--- config.mk ---
export PLATFORM = sky130hd
export DESIGN_NAME = irqrs_top
export DESIGN_NICKNAME = d
export VERILOG_FILES = /design/src/inc/irqrs_pkg.sv /design/src/hdl/irqrs_sync3.sv /design/src/hdl/irqrs_top.sv
export SDC_FILE = /design/constraint.sdc
export NUM_CORES = 1
export LEC_CHECK = 0
export ABC_AREA = 1
export BUFFER_PORTS_ARGS = -buffer_cell sky130_fd_sc_hd__clkbuf_2
export CORE_AREA = 3 3 224 226
export CTS_CLUSTER_SIZE = 12
export DETAILED_ROUTE_END_ITERATION = 8
export DIE_AREA = 0 0 227 229
export MAX_ROUTING_LAYER = met4
export PLACE_DENSITY_LB_ADDON = 0.2
export SLEW_MARGIN = 0
export SYNTH_ARGS = -nofsm -noshare
export SYNTH_HDL_FRONTEND = slang
export SYNTH_SLANG_ARGS = --single-unit
--- constraint.sdc ---
create_clock -name clk_sys -period 2.04 [get_ports clk_sys]
set_input_delay 0 -clock clk_sys [delete_from_list [all_inputs] [get_ports clk_sys]]
set_output_delay 0 -clock clk_sys [all_outputs]
set_load 0.02 [all_outputs]
--- src/inc/irqrs_pkg.sv ---
// Constants, field positions and carrier types of the raw status block.
package irqrs_pkg;

  // ----------------------------------------------------------------------
  // Register offsets
  // ----------------------------------------------------------------------
  localparam logic [15:0] ADDR_CORE_LIMIT = 16'h0161;
  localparam logic [15:0] ADDR_LOCK       = 16'h0D21;
  localparam logic [15:0] ADDR_CLK_OUT    = 16'h0D22;
  localparam logic [15:0] ADDR_SEQ_BOOT   = 16'h0D23;
  localparam logic [15:0] ADDR_OVER_A     = 16'h0D24;
  localparam logic [15:0] ADDR_OVER_B     = 16'h0D25;
  localparam logic [15:0] ADDR_UNDER      = 16'h0D26;
  localparam logic [15:0] ADDR_SPK        = 16'h0D28;
  localparam logic [15:0] ADDR_LINE       = 16'h0D40;
  localparam logic [15:0] ADDR_AON        = 16'h0D55;

  // ----------------------------------------------------------------------
  // Field positions
  // ----------------------------------------------------------------------
  localparam int POS_CORE_HIGH   = 0;
  localparam int POS_DYN_SIG     = 9;
  localparam int POS_RC_B_LOCK   = 8;
  localparam int POS_RC_A_LOCK   = 7;
  localparam int POS_UNDER_SUM   = 6;
  localparam int POS_OVER_SUM    = 5;
  localparam int POS_LOOP_B_LOCK = 3;
  localparam int POS_LOOP_A_LOCK = 2;
  localparam int POS_MAIN_SLOW   = 1;
  localparam int POS_SECOND_SLOW = 0;
  localparam int POS_HOST_ERR    = 12;
  localparam int POS_MIX_LOST    = 11;
  localparam int POS_SECOND_OFF  = 10;
  localparam int POS_MAIN_OFF    = 9;
  localparam int POS_ISO_A_CFG   = 8;
  localparam int POS_ISO_B_CFG   = 7;
  localparam int POS_EP_EN       = 14;
  localparam int POS_EP_DIS      = 13;
  localparam int POS_BOOT        = 8;
  localparam int POS_ASYNC_CFG   = 3;
  localparam int POS_LOOP_B_OK   = 1;
  localparam int POS_LOOP_A_OK   = 0;
  localparam int POS_SPK_OFF     = 14;
  localparam int POS_SPK_R_SHORT = 13;
  localparam int POS_SPK_L_SHORT = 12;
  localparam int POS_LINE_TWO    = 1;
  localparam int POS_LINE_ONE    = 0;
  localparam int POS_MIC_CLAMP   = 3;
  localparam int POS_GPIN_FIVE   = 2;
  localparam int POS_JACK        = 0;

  // ----------------------------------------------------------------------
  // Reset values, codes and counts
  // ----------------------------------------------------------------------
  localparam logic       CORE_LIMIT_RST = 1'b0;
  localparam logic [2:0] RATE_CODE_CAP  = 3'h2;
  localparam logic [4:0] SLOT_ON_SECOND = 5'h18;
  localparam int         FLAG_W         = 112;
  localparam int         CLK_PERIOD_NS  = 10;
  localparam int         BOOT_TIME_NS   = 2000;
  localparam int         BOOT_CYCLES    =
    (BOOT_TIME_NS + CLK_PERIOD_NS - 1) / CLK_PERIOD_NS;
  localparam logic [11:0] BOOT_CNT_MAX  = 12'(BOOT_CYCLES);

  // ----------------------------------------------------------------------
  // Carrier types
  // ----------------------------------------------------------------------
  typedef struct packed {
    logic [15:0] addr;
    logic        wr;
    logic        rd;
    logic [15:0] wdata;
  } irqrs_reg_req_t;

  typedef struct packed {
    logic loop_a_locked;
    logic loop_b_locked;
    logic loop_a_clk_ok;
    logic loop_b_clk_ok;
    logic rate_conv_a_locked;
    logic rate_conv_b_locked;
    logic main_clk_slow_error;
    logic second_clk_slow_error;
    logic main_clk_enable;
    logic main_clk_running;
    logic second_clk_enable;
    logic second_clk_running;
  } irqrs_clk_stat_t;

  typedef struct packed {
    logic host_port_error;
    logic mixer_lost_sample;
    logic iso_conv_a_cfg_error;
    logic iso_conv_b_cfg_error;
    logic async_conv_cfg_error;
    logic dynamics_signal_seen;
  } irqrs_err_stat_t;

  typedef struct packed {
    logic [12:0] over_a;
    logic [8:0]  over_b;
    logic [9:0]  under;
    logic        spdif_over;
  } irqrs_rate_err_t;

  typedef struct packed {
    logic speaker_off_flag;
    logic right_speaker_short;
    logic left_speaker_short;
    logic mic_clamp_active;
  } irqrs_spk_stat_t;

endpackage : irqrs_pkg

--- src/hdl/irqrs_sync3.sv ---
// Three-stage pin synchroniser with agreement filter.
`timescale 1ns/1ps
module irqrs_sync3 #(
  parameter logic RST_VAL = 1'b0
) (
  // Clock and reset
  input  wire logic clk_sys,
  input  wire logic rstn,
  // Pin and result
  input  wire logic pin_in,
  output logic      level_out
);

  logic s1_reg;
  logic s2_reg;
  logic s3_reg;

  always_ff @(posedge clk_sys or negedge rstn) begin
    if (!rstn) begin
      s1_reg <= RST_VAL;
      s2_reg <= RST_VAL;
      s3_reg <= RST_VAL;
    end else begin
      s1_reg <= pin_in;
      s2_reg <= s1_reg;
      s3_reg <= s2_reg;
    end
  end

  // A change counts once the second and third stages agree.
  always_ff @(posedge clk_sys or negedge rstn) begin
    if (!rstn) begin
      level_out <= RST_VAL;
    end else if (s2_reg == s3_reg) begin
      level_out <= s3_reg;
    end
  end

endmodule : irqrs_sync3

--- src/hdl/irqrs_top.sv ---
// Raw interrupt status, interrupt line status and core clock limit.
//
// What this block does
// - Line two status is OR of unmasked flags.
// - Line one status is OR of unmasked flags.
// - Summary overrate bit follows any overrate bit.
// - Summary underrate bit follows any underrate bit.
// - One overrate status bit per subsystem.
// - Per-subsystem underrate bits plus serial overrate.
// - Main clock off flag reports disabled clock.
// - Second clock off flag; host waits on it.
// - Startup flag low during boot, then high.
// - Enable and disable sequence done bits per output.
// - Live lock bits for loops and converters, clock-ok bits for loops only.
// - Separate slow-clock errors for both clocks.
// - Speaker off flag and per-channel short bits.
// - Jack present when sense input is low.
// - Mic clamp bit 3, input five bit 2.
// - Live error bits for interface, mixer, converters.
// - Limit clear caps core rate at lower figure.
// - Higher core rate only with limit set.
// - Two unsynchronised domains, five rate slots mapped.
`timescale 1ns/1ps
module irqrs_top
  import irqrs_pkg::*;
(
  // Clock and reset
  input  wire logic                clk_sys,
  input  wire logic                rstn,
  // Register port
  input  wire irqrs_reg_req_t      reg_req,
  output logic [15:0]              reg_rdata,
  output logic                     reg_rvalid,
  // Live conditions from the core
  input  wire irqrs_clk_stat_t     clk_stat,
  input  wire irqrs_err_stat_t     err_stat,
  input  wire irqrs_rate_err_t     rate_err,
  input  wire irqrs_spk_stat_t     spk_stat,
  input  wire logic [4:0]          out_enable_done,
  input  wire logic [4:0]          out_disable_done,
  // Pins
  input  wire logic                jack_sense_input,
  input  wire logic                gpin_five_pin,
  // Latched flags and masks
  input  wire logic [FLAG_W-1:0]   latched_irq_flag_group_one,
  input  wire logic [FLAG_W-1:0]   irq_mask_group_one,
  input  wire logic [FLAG_W-1:0]   latched_irq_flag_group_two,
  input  wire logic [FLAG_W-1:0]   irq_mask_group_two,
  // Core clocking
  input  wire logic [2:0]          main_clk_rate_code,
  output logic                     core_rate_high_select,
  output logic [2:0]               core_rate_code,
  output logic [4:0]               rate_slot_on_second_clk,
  // Summary outputs
  output logic                     line_one_asserted,
  output logic                     line_two_asserted,
  output logic                     startup_complete_flag
);

  // ----------------------------------------------------------------------
  // Internal state
  // ----------------------------------------------------------------------
  logic        jack_level;
  logic        gpin_five_state;
  logic        main_clk_off_flag_reg;
  logic        second_clk_off_flag_reg;
  logic [11:0] boot_cnt_reg;
  logic        summary_overrate_error;
  logic        summary_underrate_error;
  logic        jack_present_flag;
  logic [15:0] rd_word_next;
  logic        core_write;

  // ----------------------------------------------------------------------
  // Pin synchronisers
  // ----------------------------------------------------------------------
  irqrs_sync3 #(.RST_VAL(1'b1)) u_jack_sync (
    .clk_sys   (clk_sys),
    .rstn      (rstn),
    .pin_in    (jack_sense_input),
    .level_out (jack_level)
  );

  irqrs_sync3 #(.RST_VAL(1'b0)) u_gpin_sync (
    .clk_sys   (clk_sys),
    .rstn      (rstn),
    .pin_in    (gpin_five_pin),
    .level_out (gpin_five_state)
  );

  assign jack_present_flag = ~jack_level;

  // ----------------------------------------------------------------------
  // Summary error bits
  // ----------------------------------------------------------------------
  assign summary_overrate_error = (|rate_err.over_a) | (|rate_err.over_b)
                                | rate_err.spdif_over;
  assign summary_underrate_error = |rate_err.under;

  // ----------------------------------------------------------------------
  // Interrupt line status
  // ----------------------------------------------------------------------
  always_ff @(posedge clk_sys or negedge rstn) begin
    if (!rstn) begin
      line_two_asserted <= 1'b0;
    end else begin
      line_two_asserted <= |(latched_irq_flag_group_two
                             & ~irq_mask_group_two);
    end
  end

  always_ff @(posedge clk_sys or negedge rstn) begin
    if (!rstn) begin
      line_one_asserted <= 1'b0;
    end else begin
      line_one_asserted <= |(latched_irq_flag_group_one
                             & ~irq_mask_group_one);
    end
  end

  // ----------------------------------------------------------------------
  // Clock shut-down flags
  // ----------------------------------------------------------------------
  always_ff @(posedge clk_sys or negedge rstn) begin
    if (!rstn) begin
      main_clk_off_flag_reg <= 1'b0;
    end else begin
      main_clk_off_flag_reg <= ~clk_stat.main_clk_enable
                             & ~clk_stat.main_clk_running;
    end
  end

  always_ff @(posedge clk_sys or negedge rstn) begin
    if (!rstn) begin
      second_clk_off_flag_reg <= 1'b0;
    end else begin
      second_clk_off_flag_reg <= ~clk_stat.second_clk_enable
                               & ~clk_stat.second_clk_running;
    end
  end

  // ----------------------------------------------------------------------
  // Boot sequence
  // ----------------------------------------------------------------------
  always_ff @(posedge clk_sys or negedge rstn) begin
    if (!rstn) begin
      boot_cnt_reg <= 12'h000;
    end else if (boot_cnt_reg != BOOT_CNT_MAX) begin
      boot_cnt_reg <= boot_cnt_reg + 12'h001;
    end
  end

  always_ff @(posedge clk_sys or negedge rstn) begin
    if (!rstn) begin
      startup_complete_flag <= 1'b0;
    end else begin
      startup_complete_flag <= (boot_cnt_reg == BOOT_CNT_MAX);
    end
  end

  // ----------------------------------------------------------------------
  // Core clock limit
  // ----------------------------------------------------------------------
  assign core_write = reg_req.wr && (reg_req.addr == ADDR_CORE_LIMIT);

  always_ff @(posedge clk_sys or negedge rstn) begin
    if (!rstn) begin
      core_rate_high_select <= CORE_LIMIT_RST;
    end else if (core_write) begin
      core_rate_high_select <= reg_req.wdata[POS_CORE_HIGH];
    end
  end

  always_ff @(posedge clk_sys or negedge rstn) begin
    if (!rstn) begin
      core_rate_code <= 3'h0;
    end else if (core_rate_high_select) begin
      core_rate_code <= main_clk_rate_code;
    end else if (main_clk_rate_code > RATE_CODE_CAP) begin
      core_rate_code <= RATE_CODE_CAP;
    end else begin
      core_rate_code <= main_clk_rate_code;
    end
  end

  // Slots one to three follow the main clock, four and five the second.
  assign rate_slot_on_second_clk = SLOT_ON_SECOND;

  // ----------------------------------------------------------------------
  // Read mux
  // ----------------------------------------------------------------------
  always_comb begin
    rd_word_next = 16'h0000;
    case (reg_req.addr)
      ADDR_CORE_LIMIT: rd_word_next[POS_CORE_HIGH] = core_rate_high_select;
      ADDR_LOCK: begin
        rd_word_next[POS_DYN_SIG]     = err_stat.dynamics_signal_seen;
        rd_word_next[POS_RC_B_LOCK]   = clk_stat.rate_conv_b_locked;
        rd_word_next[POS_RC_A_LOCK]   = clk_stat.rate_conv_a_locked;
        rd_word_next[POS_UNDER_SUM]   = summary_underrate_error;
        rd_word_next[POS_OVER_SUM]    = summary_overrate_error;
        rd_word_next[POS_LOOP_B_LOCK] = clk_stat.loop_b_locked;
        rd_word_next[POS_LOOP_A_LOCK] = clk_stat.loop_a_locked;
        rd_word_next[POS_MAIN_SLOW]   = clk_stat.main_clk_slow_error;
        rd_word_next[POS_SECOND_SLOW] = clk_stat.second_clk_slow_error;
      end
      ADDR_CLK_OUT: begin
        rd_word_next[POS_HOST_ERR]   = err_stat.host_port_error;
        rd_word_next[POS_MIX_LOST]   = err_stat.mixer_lost_sample;
        rd_word_next[POS_SECOND_OFF] = second_clk_off_flag_reg;
        rd_word_next[POS_MAIN_OFF]   = main_clk_off_flag_reg;
        rd_word_next[POS_ISO_A_CFG]  = err_stat.iso_conv_a_cfg_error;
        rd_word_next[POS_ISO_B_CFG]  = err_stat.iso_conv_b_cfg_error;
        rd_word_next[3:0]            = out_enable_done[3:0];
      end
      ADDR_SEQ_BOOT: begin
        rd_word_next[POS_EP_EN]     = out_enable_done[4];
        rd_word_next[POS_EP_DIS]    = out_disable_done[4];
        rd_word_next[12:9]          = out_disable_done[3:0];
        rd_word_next[POS_BOOT]      = startup_complete_flag;
        rd_word_next[POS_ASYNC_CFG] = err_stat.async_conv_cfg_error;
        rd_word_next[POS_LOOP_B_OK] = clk_stat.loop_b_clk_ok;
        rd_word_next[POS_LOOP_A_OK] = clk_stat.loop_a_clk_ok;
      end
      ADDR_OVER_A: begin
        rd_word_next = {1'b0, rate_err.over_a[12:7], 1'b0,
                        rate_err.over_a[6:4], 1'b0,
                        rate_err.over_a[3:0]};
      end
      ADDR_OVER_B: begin
        rd_word_next = {rate_err.over_b[8:2], 7'h00,
                        rate_err.over_b[1:0]};
      end
      ADDR_UNDER: begin
        rd_word_next = {rate_err.spdif_over, 4'h0, rate_err.under[9:7],
                        1'b0, rate_err.under[6:0]};
      end
      ADDR_SPK: begin
        rd_word_next[POS_SPK_OFF]     = spk_stat.speaker_off_flag;
        rd_word_next[POS_SPK_R_SHORT] = spk_stat.right_speaker_short;
        rd_word_next[POS_SPK_L_SHORT] = spk_stat.left_speaker_short;
      end
      ADDR_LINE: begin
        rd_word_next[POS_LINE_TWO] = line_two_asserted;
        rd_word_next[POS_LINE_ONE] = line_one_asserted;
      end
      ADDR_AON: begin
        rd_word_next[POS_MIC_CLAMP] = spk_stat.mic_clamp_active;
        rd_word_next[POS_GPIN_FIVE] = gpin_five_state;
        rd_word_next[POS_JACK]      = jack_present_flag;
      end
      default: rd_word_next = 16'h0000;
    endcase
  end

  // Reads only sample the live word; nothing is cleared by them.
  always_ff @(posedge clk_sys or negedge rstn) begin
    if (!rstn) begin
      reg_rdata  <= 16'h0000;
      reg_rvalid <= 1'b0;
    end else begin
      reg_rvalid <= reg_req.rd;
      if (reg_req.rd) begin
        reg_rdata <= rd_word_next;
      end
    end
  end
endmodule : irqrs_top

; ---- Yosys cells after proc, flatten, opt, wreduce, memory -nomap -nowiden
; Cells that the tools add are included.
[totals]
in_bits = 554
ff_bits = 46
wordCells = 67
[op_classes]
reduce_logical = 6
magnitude_cmp = 1
n_eq_ne = 14
mux = 14
bitwise = 13
addsub = 1
[op_table]
columns = op, n
row1 = 112-bit bitwise AND, 2
row2 = 112-bit NOT, 2
row3 = 112-bit OR reduction, 2
row4 = 16-bit by 12-bit equality test with 1-bit output (second input constant), 9
row5 = 16-bit by 9-bit equality test with 1-bit output (second input constant), 1
row6 = 13-bit OR reduction, 1
row7 = 12-bit by 1-bit adder with 12-bit output (second input constant), 1
row8 = 12-bit by 8-bit equality test with 1-bit output (second input constant), 1
row9 = 12-bit by 8-bit inequality test with 1-bit output (second input constant), 1
row10 = 2-bit one-hot mux with 6 select lines, 1
row11 = 1-bit one-hot mux with 5 select lines, 2
row12 = 2-bit one-hot mux with 5 select lines, 1
row13 = 10-bit OR reduction, 1
row14 = 1-bit one-hot mux with 9 select lines, 1
row15 = 9-bit OR reduction, 1
row16 = 2-bit one-hot mux with 4 select lines, 1
row17 = 1-bit one-hot mux with 7 select lines, 1
row18 = 3-bit two-way mux, 2
row19 = 1-bit one-hot mux with 6 select lines, 1
row20 = 2-bit one-hot mux with 3 select lines, 1
row21 = 1-bit NOT, 5
row22 = 3-bit by 2-bit > comparator with 1-bit output (second input constant), 1
row23 = 1-bit one-hot mux with 3 select lines, 1
row24 = 1-bit bitwise AND, 2
row25 = other kinds (5), 7

; ---- Logic depth before layout (Yosys ltp)
; Gate-level depths: netlist of the first run.
[logic_depth]
word_depth = 4
depth_mapped = 12
depth_no_buf = 12

; ---- Modules after synthesis
; Synthesis of the first run repeated with hierarchy kept, for this count alone.
[hier_totals]
cells_unflattened = 900
area_unflattened_um2 = 4868.4
[modules_own_cells]
columns = module, area_per_inst_um2, n_inst, cells_each
row1 = irqrs_top, 4630.7, 1, 884
row2 = irqrs_sync3 at u_jack_sync, 121.4, 1, 8
row3 = irqrs_sync3 at u_gpin_sync, 116.4, 1, 8

; ---- Worst setup path after synthesis of the first run
; No wires, ideal clock.
[synth_timing]
kind = reg2reg
from = reg boot_cnt_reg[0]
to = reg boot_cnt_reg[10]
required_ns = 1.917
setup_slack_ns = 0.866
setup_time_ns = 0.123
stages_incl_launch_ff = 6
period_less_slack_ns = 1.174
t_arrival_ns = 1.051
cell_sequence = dfrtp_1 -> ha_1 -> nand2_1 -> nor2_1 -> nand4_1 -> xnor2_1
[synth_between]
elab_chain_cells = 1
[synth_lines]
columns = item, line
row1 = start: declaration, irqrs_top.sv:67  ; logic [11:0] boot_cnt_reg;
row2 = start signal: assignment, irqrs_top.sv:149  ; boot_cnt_reg <= boot_cnt_reg + 12'h001;
row3 = 12-bit by 1-bit adder with 12-bit output / 12-bit by 8-bit inequality test with 1-bit output (equally long branches), "irqrs_top.sv:149, irqrs_top.sv:148"
; Several ways; a longest one is shown, not always the timed one.
; A chain may end at the register's enable or synchronous reset.

; ---- Final worst setup path of the first run
[layout_timing]
from = reg core_rate_high_select
to = reg core_rate_code[0]
[layout_between]
elab_chain_cells = 1
[layout_lines]
columns = item, line
row1 = start: declaration, irqrs_top.sv:51  ; output logic core_rate_high_select,
row2 = start signal: assignment, irqrs_top.sv:170  ; core_rate_high_select <= reg_req.wdata[POS_CORE_HIGH];
row3 = 3-bit two-way mux, irqrs_top.sv:177  ; end else if (core_rate_high_select) begin
row4 = end signal: assignment, irqrs_top.sv:178  ; core_rate_code <= main_clk_rate_code;
row5 = end signal: assignment, irqrs_top.sv:182  ; core_rate_code <= main_clk_rate_code;
row6 = end: declaration, irqrs_top.sv:52  ; output logic [2:0] core_rate_code,
; Every way passes these cells.

==> results of run 1 <==
## cell families after synthesis
kind of cell	count (synthesis)
buffers and inverters	298
AND/OR/NAND/NOR	419
AO/OA/AOI/OAI	98
XOR/XNOR	11
other	2
flip-flops	46
adder cells (fa/ha/maj)	4
## per-stage QoR
step                setup WS (ns)  cell area (um2)   util
floorplan                   0.866             4880      -
global placement            0.551             8410  0.173
detailed placement          0.563             8410  0.173
CTS                         0.535             8690  0.179
global route                0.477             8700  0.179
finish                      0.623             8700  0.179
## synth_stat cells (4+ instances only)
library cell,instances
xor2_1,6
nor3_1,7
xnor2_1,5
buf_4,5
nor2_2,4
o22ai_1,53
nand2_2,6
o2111ai_1,4
nor2_1,94
nand2_1,231
o21ai_1,6
o21ai_0,26
nand3_1,36
inv_1,283
dfrtp_1,42
nand4_1,24
a21oi_1,4
buf_6,4
nor2_4,6
dfstp_2,4
## worst max-delay path, cell delays in order, from the launching register on
cell and delay, ns:
dfrtp_1 0.50, o21ai_0 0.20, a21oi_1 0.06, dlygate4sd3_1 0.55
## worst min path at each step
stage	slack, ns	depth (start not counted)	end
2_1_floorplan	-0.30	0	boot_cnt_reg[0]
3_3_place_gp	0.09	1	u_jack_sync.s1_reg
3_5_place_dp	0.10	1	u_jack_sync.s1_reg
4_1_cts	0.01	5	reg_rdata[7]
5_1_grt	0.04	5	reg_rdata[8]
6_report	0.02	5	reg_rdata[7]
## power groups by stage
stage	logic [mW]	clock network [mW]	registers, mW
2_1_floorplan	0.325	0	0.978
3_3_place_gp	0.984	0	0.968
3_5_place_dp	0.990	0	0.968
4_1_cts	1.02	0.930	0.951
5_1_grt	1.14	0.961	0.953
6_report	0.998	0.869	0.951
## what timing repair did
action,in CTS,in global routing
setup buffers,0,0
hold buffers,13,0
hold endpoints to repair,32,0
## layer usage
metal	part of all wire	global-route usage
met5	0	-
met1	0.39	0.122
met3	0.073	0.0182
met2	0.51	0.197
met4	0.019	0.0267
## layout make-up
class	instances	area, um2	area share
antenna	4	10.0	0.00115
clock buffer	5	125	0.0144
clock inverter	3	23.8	0.00273
inverter	286	1070	0.123
multi-input combinational	537	2550	0.293
sequential	46	1160	0.133
tap	622	778	0.0894
timing repair buffer	579	2990	0.343
## cell usage in the layout (no fill, tap or decap), types with 2 or more instances in the layout
cell type,synthesis,routed
inv_1,283,283
xor2_1,6,6
inv_2,3,3
dfstp_2,4,4
a21oi_1,4,4
and2_4,2,2
o2111ai_1,4,4
o21ai_2,2,2
buf_4,5,3
maj3_1,2,2
nand4_1,24,24
clkbuf_2,0,562
clkinvlp_4,0,2
xnor2_1,5,5
clkbuf_16,0,5
a21oi_2,2,2
nand2_1,231,231
and3_1,2,2
o21ai_0,26,26
o21ai_1,6,6
conb_1,2,5
nor2_1,94,94
ha_1,2,2
nand2_2,6,6
diode_2,0,4
dfrtp_1,42,42
nand3_1,36,36
nor2_4,6,6
dlygate4sd3_1,0,13
nor4_1,3,3
nor3_1,7,7
nor2_2,4,4
o22ai_1,53,53
==> summary.md, run 1 <==
| Metric | Value |
|---|---|
| Status | `finished clean` |
| 1st-iter DRT viols | `216` |
| Placed insts | `2057` |
| Area leader, netlist | `inv_1` |
| First-pass GRT wire length | `41.4 mm` |
| Critical Path RT | `2.23 ns` |
| Post-CTS resize count | `0` |
| Net load switching power | `0.877 mW` |
| Setup TNS | `0 ns` |
| Mux share of post-synthesis cell area | `0` |
| Switching Share | `0.311` |
| Worst Hold Class | `in2reg` |
| Crit path to | `core_rate_code[0]` |
| Critical path fanouts, max | `6` |
| Max reg flops | `16` |
| Highest Clock Rate | `0.706 GHz` |
| Synth Flop Type | `dfrtp_1` |
| Clk Latency, worst-skew pair | `0.30 ns` |
| Simple-gate portion of the synthesized area | `0.370` |
| P&R area growth vs syn | `78.9%` |
| Smallest hold slack | `0.0218 ns` |
| Root Driver | `clkbuf_16` |
| Total Wirelength | `28.7 mm` |
| Warnings from Yosys | `0` |
| Non-filler cells, final | `2082` |
| H-tree levels | `2` |
| Reg power frac | `0.337` |
| Worst setup EP type | `register` |
| RSZ-0062 raised after global routing | `no` |
| Via Count | `7135` |
| PortBufs | `562` |
| Syn Std Cell Area | `4870 um2` |
| Fin crit share | `0.695` |
| Gr usage total | `0.108` |
| Post-DRT Antenna Nets | `0` |
| Core area | `48500 um2` |
| Post-synth EDFFs | `0` |
| Register area share after synthesis | `0.238` |
| Setup violators final | `0` |
| RR Endpoint | `core_rate_code[0]` |
| Area fraction of the dominant cell type after synthesis | `0.218` |
| Sink Count | `46` |
| Post-Syn Instances | `878` |
| Via density | `3.43` |
| Io pins | `583` |
| Adder-Cell Fraction of Synth Area | `0.00926` |
| LEAKAGE | `5.63 nW` |
| Slew Limit Fails | `0` |
| Worst r2r src | `core_rate_high_select` |
| Number of synthesized register bits | `46` |
| Synth area leaders | `inv_1 22%, dfrtp_1 22%, nand2_1 18%` |
| Clk_skew | `0.0114 ns` |
| Initial antenna violation count | `3` |
| Max IR drop VDD | `262 uV` |
| CTS buffer count | `5` |
| XOR/XNOR Fraction of Synth Area | `0.0198` |
| Largest net degree at the start of global routing | `28` |
| HPWL after DPL | `26.5 mm` |
| # rows | `81` |
| Worst setup path start | `core_rate_high_select` |
| CTS tree | `done` |
| Async set-reset flop share out of synthesis | `1.00` |
| Width of the chip | `227 um` |
| Largest family of logic cells by synthesized area | `simple AND/OR/NAND/NOR gates` |
| Clock buffer depth | `2` |
| DRT Pass-1 Iters | `4` |
| Drt wl/cell | `13.8 um` |
| Layout cells sized above 1 | `0.416` |
| Clock Pin Slew Worst Setup and Hold Paths | `0.08 ns` |
| Pwr dens | `324 nW/um2` |
| R2r setup slk | `0.62 ns` |
| Final GP Congestion | `0.937` |
| Min Clock Period, post-route | `1.42 ns` |
| Synth Area in Compound Gates | `0.121` |
| Internal power | `1.94 mW` |
| Worst R2R Path Depth | `3` |
| Slew HR | `0.426` |
| NumNets Final | `2011` |
| Clk network pwr share | `0.308` |
| Worst Path Class, Setup | `reg2reg` |
| Netlist cell types | `36` |
| DRC Markers | `0` |
| Crit start category | `register` |
| Die area | `52000 um2` |
| Fillers | `5653` |
| Worst-margin pin slew | `0.861 ns` |
| Comb power frac | `0.354` |
| Crit path DAT | `1.61 ns` |
| Final hold viol count | `0` |
| Hold Path Origin | `err_stat[2]` |
| GRT Residual Overflow | `0` |
| Max Cap Viol | `0` |
| Die Y | `229 um` |
| Vias in the first global route | `7622` |
| Total power | `2.82 mW` |
| Avg Cell Area, Syn | `5.54 um2` |
| Initial Util | `0.100` |
No activity file was read; power rests on OpenSTA's default activity.
==> run 2, diff against run 1 <==
--- a/config.mk
+++ b/config.mk
@@ -5,12 +5,12 @@
 export SDC_FILE = /design/constraint.sdc
 export NUM_CORES = 1
 export LEC_CHECK = 0
-export ABC_AREA = 1
+export ABC_AREA = 0
 export BUFFER_PORTS_ARGS = -buffer_cell sky130_fd_sc_hd__clkbuf_2
-export CORE_AREA = 3 3 224 226
+export CORE_AREA = 3 3 227 229
 export CTS_CLUSTER_SIZE = 12
 export DETAILED_ROUTE_END_ITERATION = 8
-export DIE_AREA = 0 0 227 229
+export DIE_AREA = 0 0 230 232
 export MAX_ROUTING_LAYER = met4
 export PLACE_DENSITY_LB_ADDON = 0.2
 export SLEW_MARGIN = 0
==> constraint.sdc (replaced) <==
create_clock -name clk_sys -period 1.26 [get_ports clk_sys]
set_input_delay 0 -clock clk_sys [delete_from_list [all_inputs] [get_ports clk_sys]]
set_output_delay 0 -clock clk_sys [all_outputs]
set_load 0.02 [all_outputs]
==> summary.md, run 2 <==
| Metric | Value |
|---|---|
| H-tree levels | `2` |
| CTS buffer count | `5` |
| Netlist cell types | `58` |
| Worst Path Class, Setup | `in2reg` |
| Post-DRT Antenna Nets | `0` |
| RR Endpoint | `boot_cnt_reg[0]` |
| Slowest Stage Delay on Critical Path | `0.62 ns` |
| Critical path fanouts, max | `5` |
| Register area share after synthesis | `0.263` |
| Critical Path RT | `1.49 ns` |
| Vias in the first global route | `7649` |
| Slew Limit Fails | `0` |
| GRT Residual Overflow | `0` |
| Clock Pin Slew Worst Setup and Hold Paths | `0.08 ns` |
| Fin crit share | `1.14` |
| Avg Cell Area, Syn | `7.15 um2` |
| Most common cell after layout, fill and taps aside | `clkbuf_2` |
| Slowest cell on the critical path | `or4b_4` |
| Crit path max-delay family | `simple AND/OR/NAND/NOR gates` |
| Synth Flop Type | `dfrtp_1` |
| Width of the chip | `230 um` |
| Layout cells sized above 1 | `0.569` |
| Clk_skew | `0.0119 ns` |
| Critical path depth | `6` |
| First-pass GRT wire length | `47.4 mm` |
| Final GP Congestion | `0.902` |
| Post-synth EDFFs | `0` |
| Max reg flops | `16` |
| Die area | `53400 um2` |
| CTS tree | `done` |
| Commonest cells in the netlist | `210 x inv_1, 88 x o22ai_1, 42 x dfrtp_1, 32 x nand2b_1, 27 x nor4_1` |
| Worst setup path start | `reg_req[31]` |
| Most numerous cell in the Yosys netlist | `inv_1` |
| Io pins | `583` |
| Via density | `3.62` |
| Sink Count | `46` |
| RSZ-0062 raised after global routing | `yes` |
| Total power | `4.93 mW` |
| DRT Pass-1 Iters | `5` |
| Worst Hold Class | `in2reg` |
| Crit path DAT | `1.67 ns` |
| Crit path to | `reg_rdata[0]` |
| Crit-path cells | `clkbuf_2, or4b_4, or3_4, o41ai_4, o32ai_1, a21oi_1` |
| NumNets Final | `1847` |
| Clk Latency, worst-skew pair | `0.31 ns` |
| Pwr dens | `522 nW/um2` |
| Max Cap Viol | `0` |
| Status | `complete, but fails checks` |
| Via Count | `7140` |
| Final hold viol count | `0` |
| Syn Std Cell Area | `4400 um2` |
| Max IR drop VDD | `439 uV` |
| PortBufs | `562` |
| Drt wl/cell | `17.1 um` |
| HPWL after DPL | `30.8 mm` |
| Failing checks | `setup timing` |
| Gr usage total | `0.123` |
| Root Driver | `clkbuf_16` |
| Highest Clock Rate | `0.695 GHz` |
| Worst R2R Path Depth | `7` |
| Initial Util | `0.0882` |
| Core area | `49900 um2` |
| Crit start category | `input pin` |
| Clock buffer depth | `2` |
| Setup violators final | `21` |
| Post-Syn Instances | `615` |
| R2r setup slk | `-0.07 ns` |
| Total Wirelength | `33.8 mm` |
| Warnings from Yosys | `0` |
| Synth area leaders | `dfrtp_1 24%, inv_1 18%, o22ai_1 13%` |
| Most frequent cells in the layout | `559 x clkbuf_2, 203 x inv_1, 91 x buf_4, 83 x o22ai_1, 41 x dfrtp_1` |
| # rows | `82` |
| Largest net degree at the start of global routing | `47` |
| DRC Markers | `0` |
| Worst r2r src | `boot_cnt_reg[0]` |
| 1st-iter DRT viols | `309` |
| Final worst setup slack | `-0.178 ns` |
| Area leader, netlist | `dfrtp_1` |
| LEAKAGE | `5.34 nW` |
| Initial antenna violation count | `9` |
| Worst setup EP type | `register` |
| Number of synthesized register bits | `46` |
| Setup TNS | `-1.81 ns` |
| Area fraction of the dominant cell type after synthesis | `0.239` |
| Die Y | `232 um` |
| Min Clock Period, post-route | `1.44 ns` |
| Critical path buffers and inverters | `1` |
| Async set-reset flop share out of synthesis | `1.00` |
| P&R area growth vs syn | `115%` |
[run 2: kinds of logic after synthesis]
| family | count (synthesis) | share of synthesized area |
|---|---|---|
| fa+ha+maj | 4 | 0.0102 |
| flops | 46 | 0.263 |
| xor+xnor | 10 | 0.0199 |
| simple gates | 166 | 0.238 |
| compound gates | 154 | 0.249 |
| other cells | 2 | 0.00171 |
| buf+inv | 225 | 0.200 |
| mux | 8 | 0.0188 |
[run 2: tightest hold or removal path: stages]
cell	delay (ns)
clkbuf_2	0.10
a221oi_2	0.06
o22ai_1	0.09
[run 2: routing by layer]
| metal | global-route usage | share of wire | vias to the layer above | wire, um |
|---|---|---|---|---|
| met2 | 0.211 | 0.49 | 365 | 16500 |
| met1 | 0.142 | 0.41 | 3235 | 13800 |
| met3 | 0.0303 | 0.076 | 36 | 2560 |
| met4 | 0.0347 | 0.027 | 0 | 919 |
| li1 | - | - | 3504 | - |
| met5 | - | 0 | - | 0 |
[run 2: power breakdown]
part | leakage, nW | internal, mW | switching, mW
Combinational | 4.70 | 1.04 | 0.844
Sequential | 0.567 | 1.52 | 0.0239
Clock | 0.0764 | 0.765 | 0.728
Total | 5.34 | 3.33 | 1.60
[run 2: through the flow]
step                      hold WS [ns]  worst slack (ns)  instances  utilization  instance area [um2]
after global placement          0.0373            -0.721       1931        0.175                 8730
after global routing           0.00859            -0.252       1970        0.189                 9430
after floorplan                 -0.296            -0.377        618            -                 4430
after CTS                      0.00255            -0.186       1961        0.185                 9220
after detailed placement        0.0372            -0.717       1931        0.175                 8730
final                         0.000737            -0.178       1970        0.189                 9430
[run 2: worst min-delay path by stage]
stage | from | slack, ns | cells past startpoint | to
after global placement | rstn | 0.04 | 2 | reg_rdata[15]
after CTS | clk_stat[7] | 0.003 | 3 | reg_rdata[7]
final | out_disable_done[2] | 0.0007 | 3 | reg_rdata[11]
after floorplan | rstn | -0.30 | 0 | boot_cnt_reg[0]
after detailed placement | rstn | 0.04 | 2 | reg_rdata[15]
after global routing | out_disable_done[2] | 0.009 | 3 | reg_rdata[11]
[run 2: layout make-up]
cell class / instances / area [um2]
flip-flops and latches: 46 / 1160
fillers: 5789 / 40400
repair buffers: 680 / 3840
inverters: 210 / 791
clock inverters: 3 / 28.8
well taps: 672 / 841
clock buffers: 5 / 125
multi-input cells: 348 / 2640
diodes: 6 / 15.0
[run 2: what timing repair did]
| item | in CTS | in global routing |
|---|---|---|
| setup endpoints to repair | 26 | 29 |
| hold buffers | 14 | 0 |
| resized for setup | 31 | 34 |
| pin swaps | 24 | 20 |
| setup buffers | 7 | 4 |
| gates cloned | 1 | 0 |
| hold endpoints to repair | 56 | 0 |
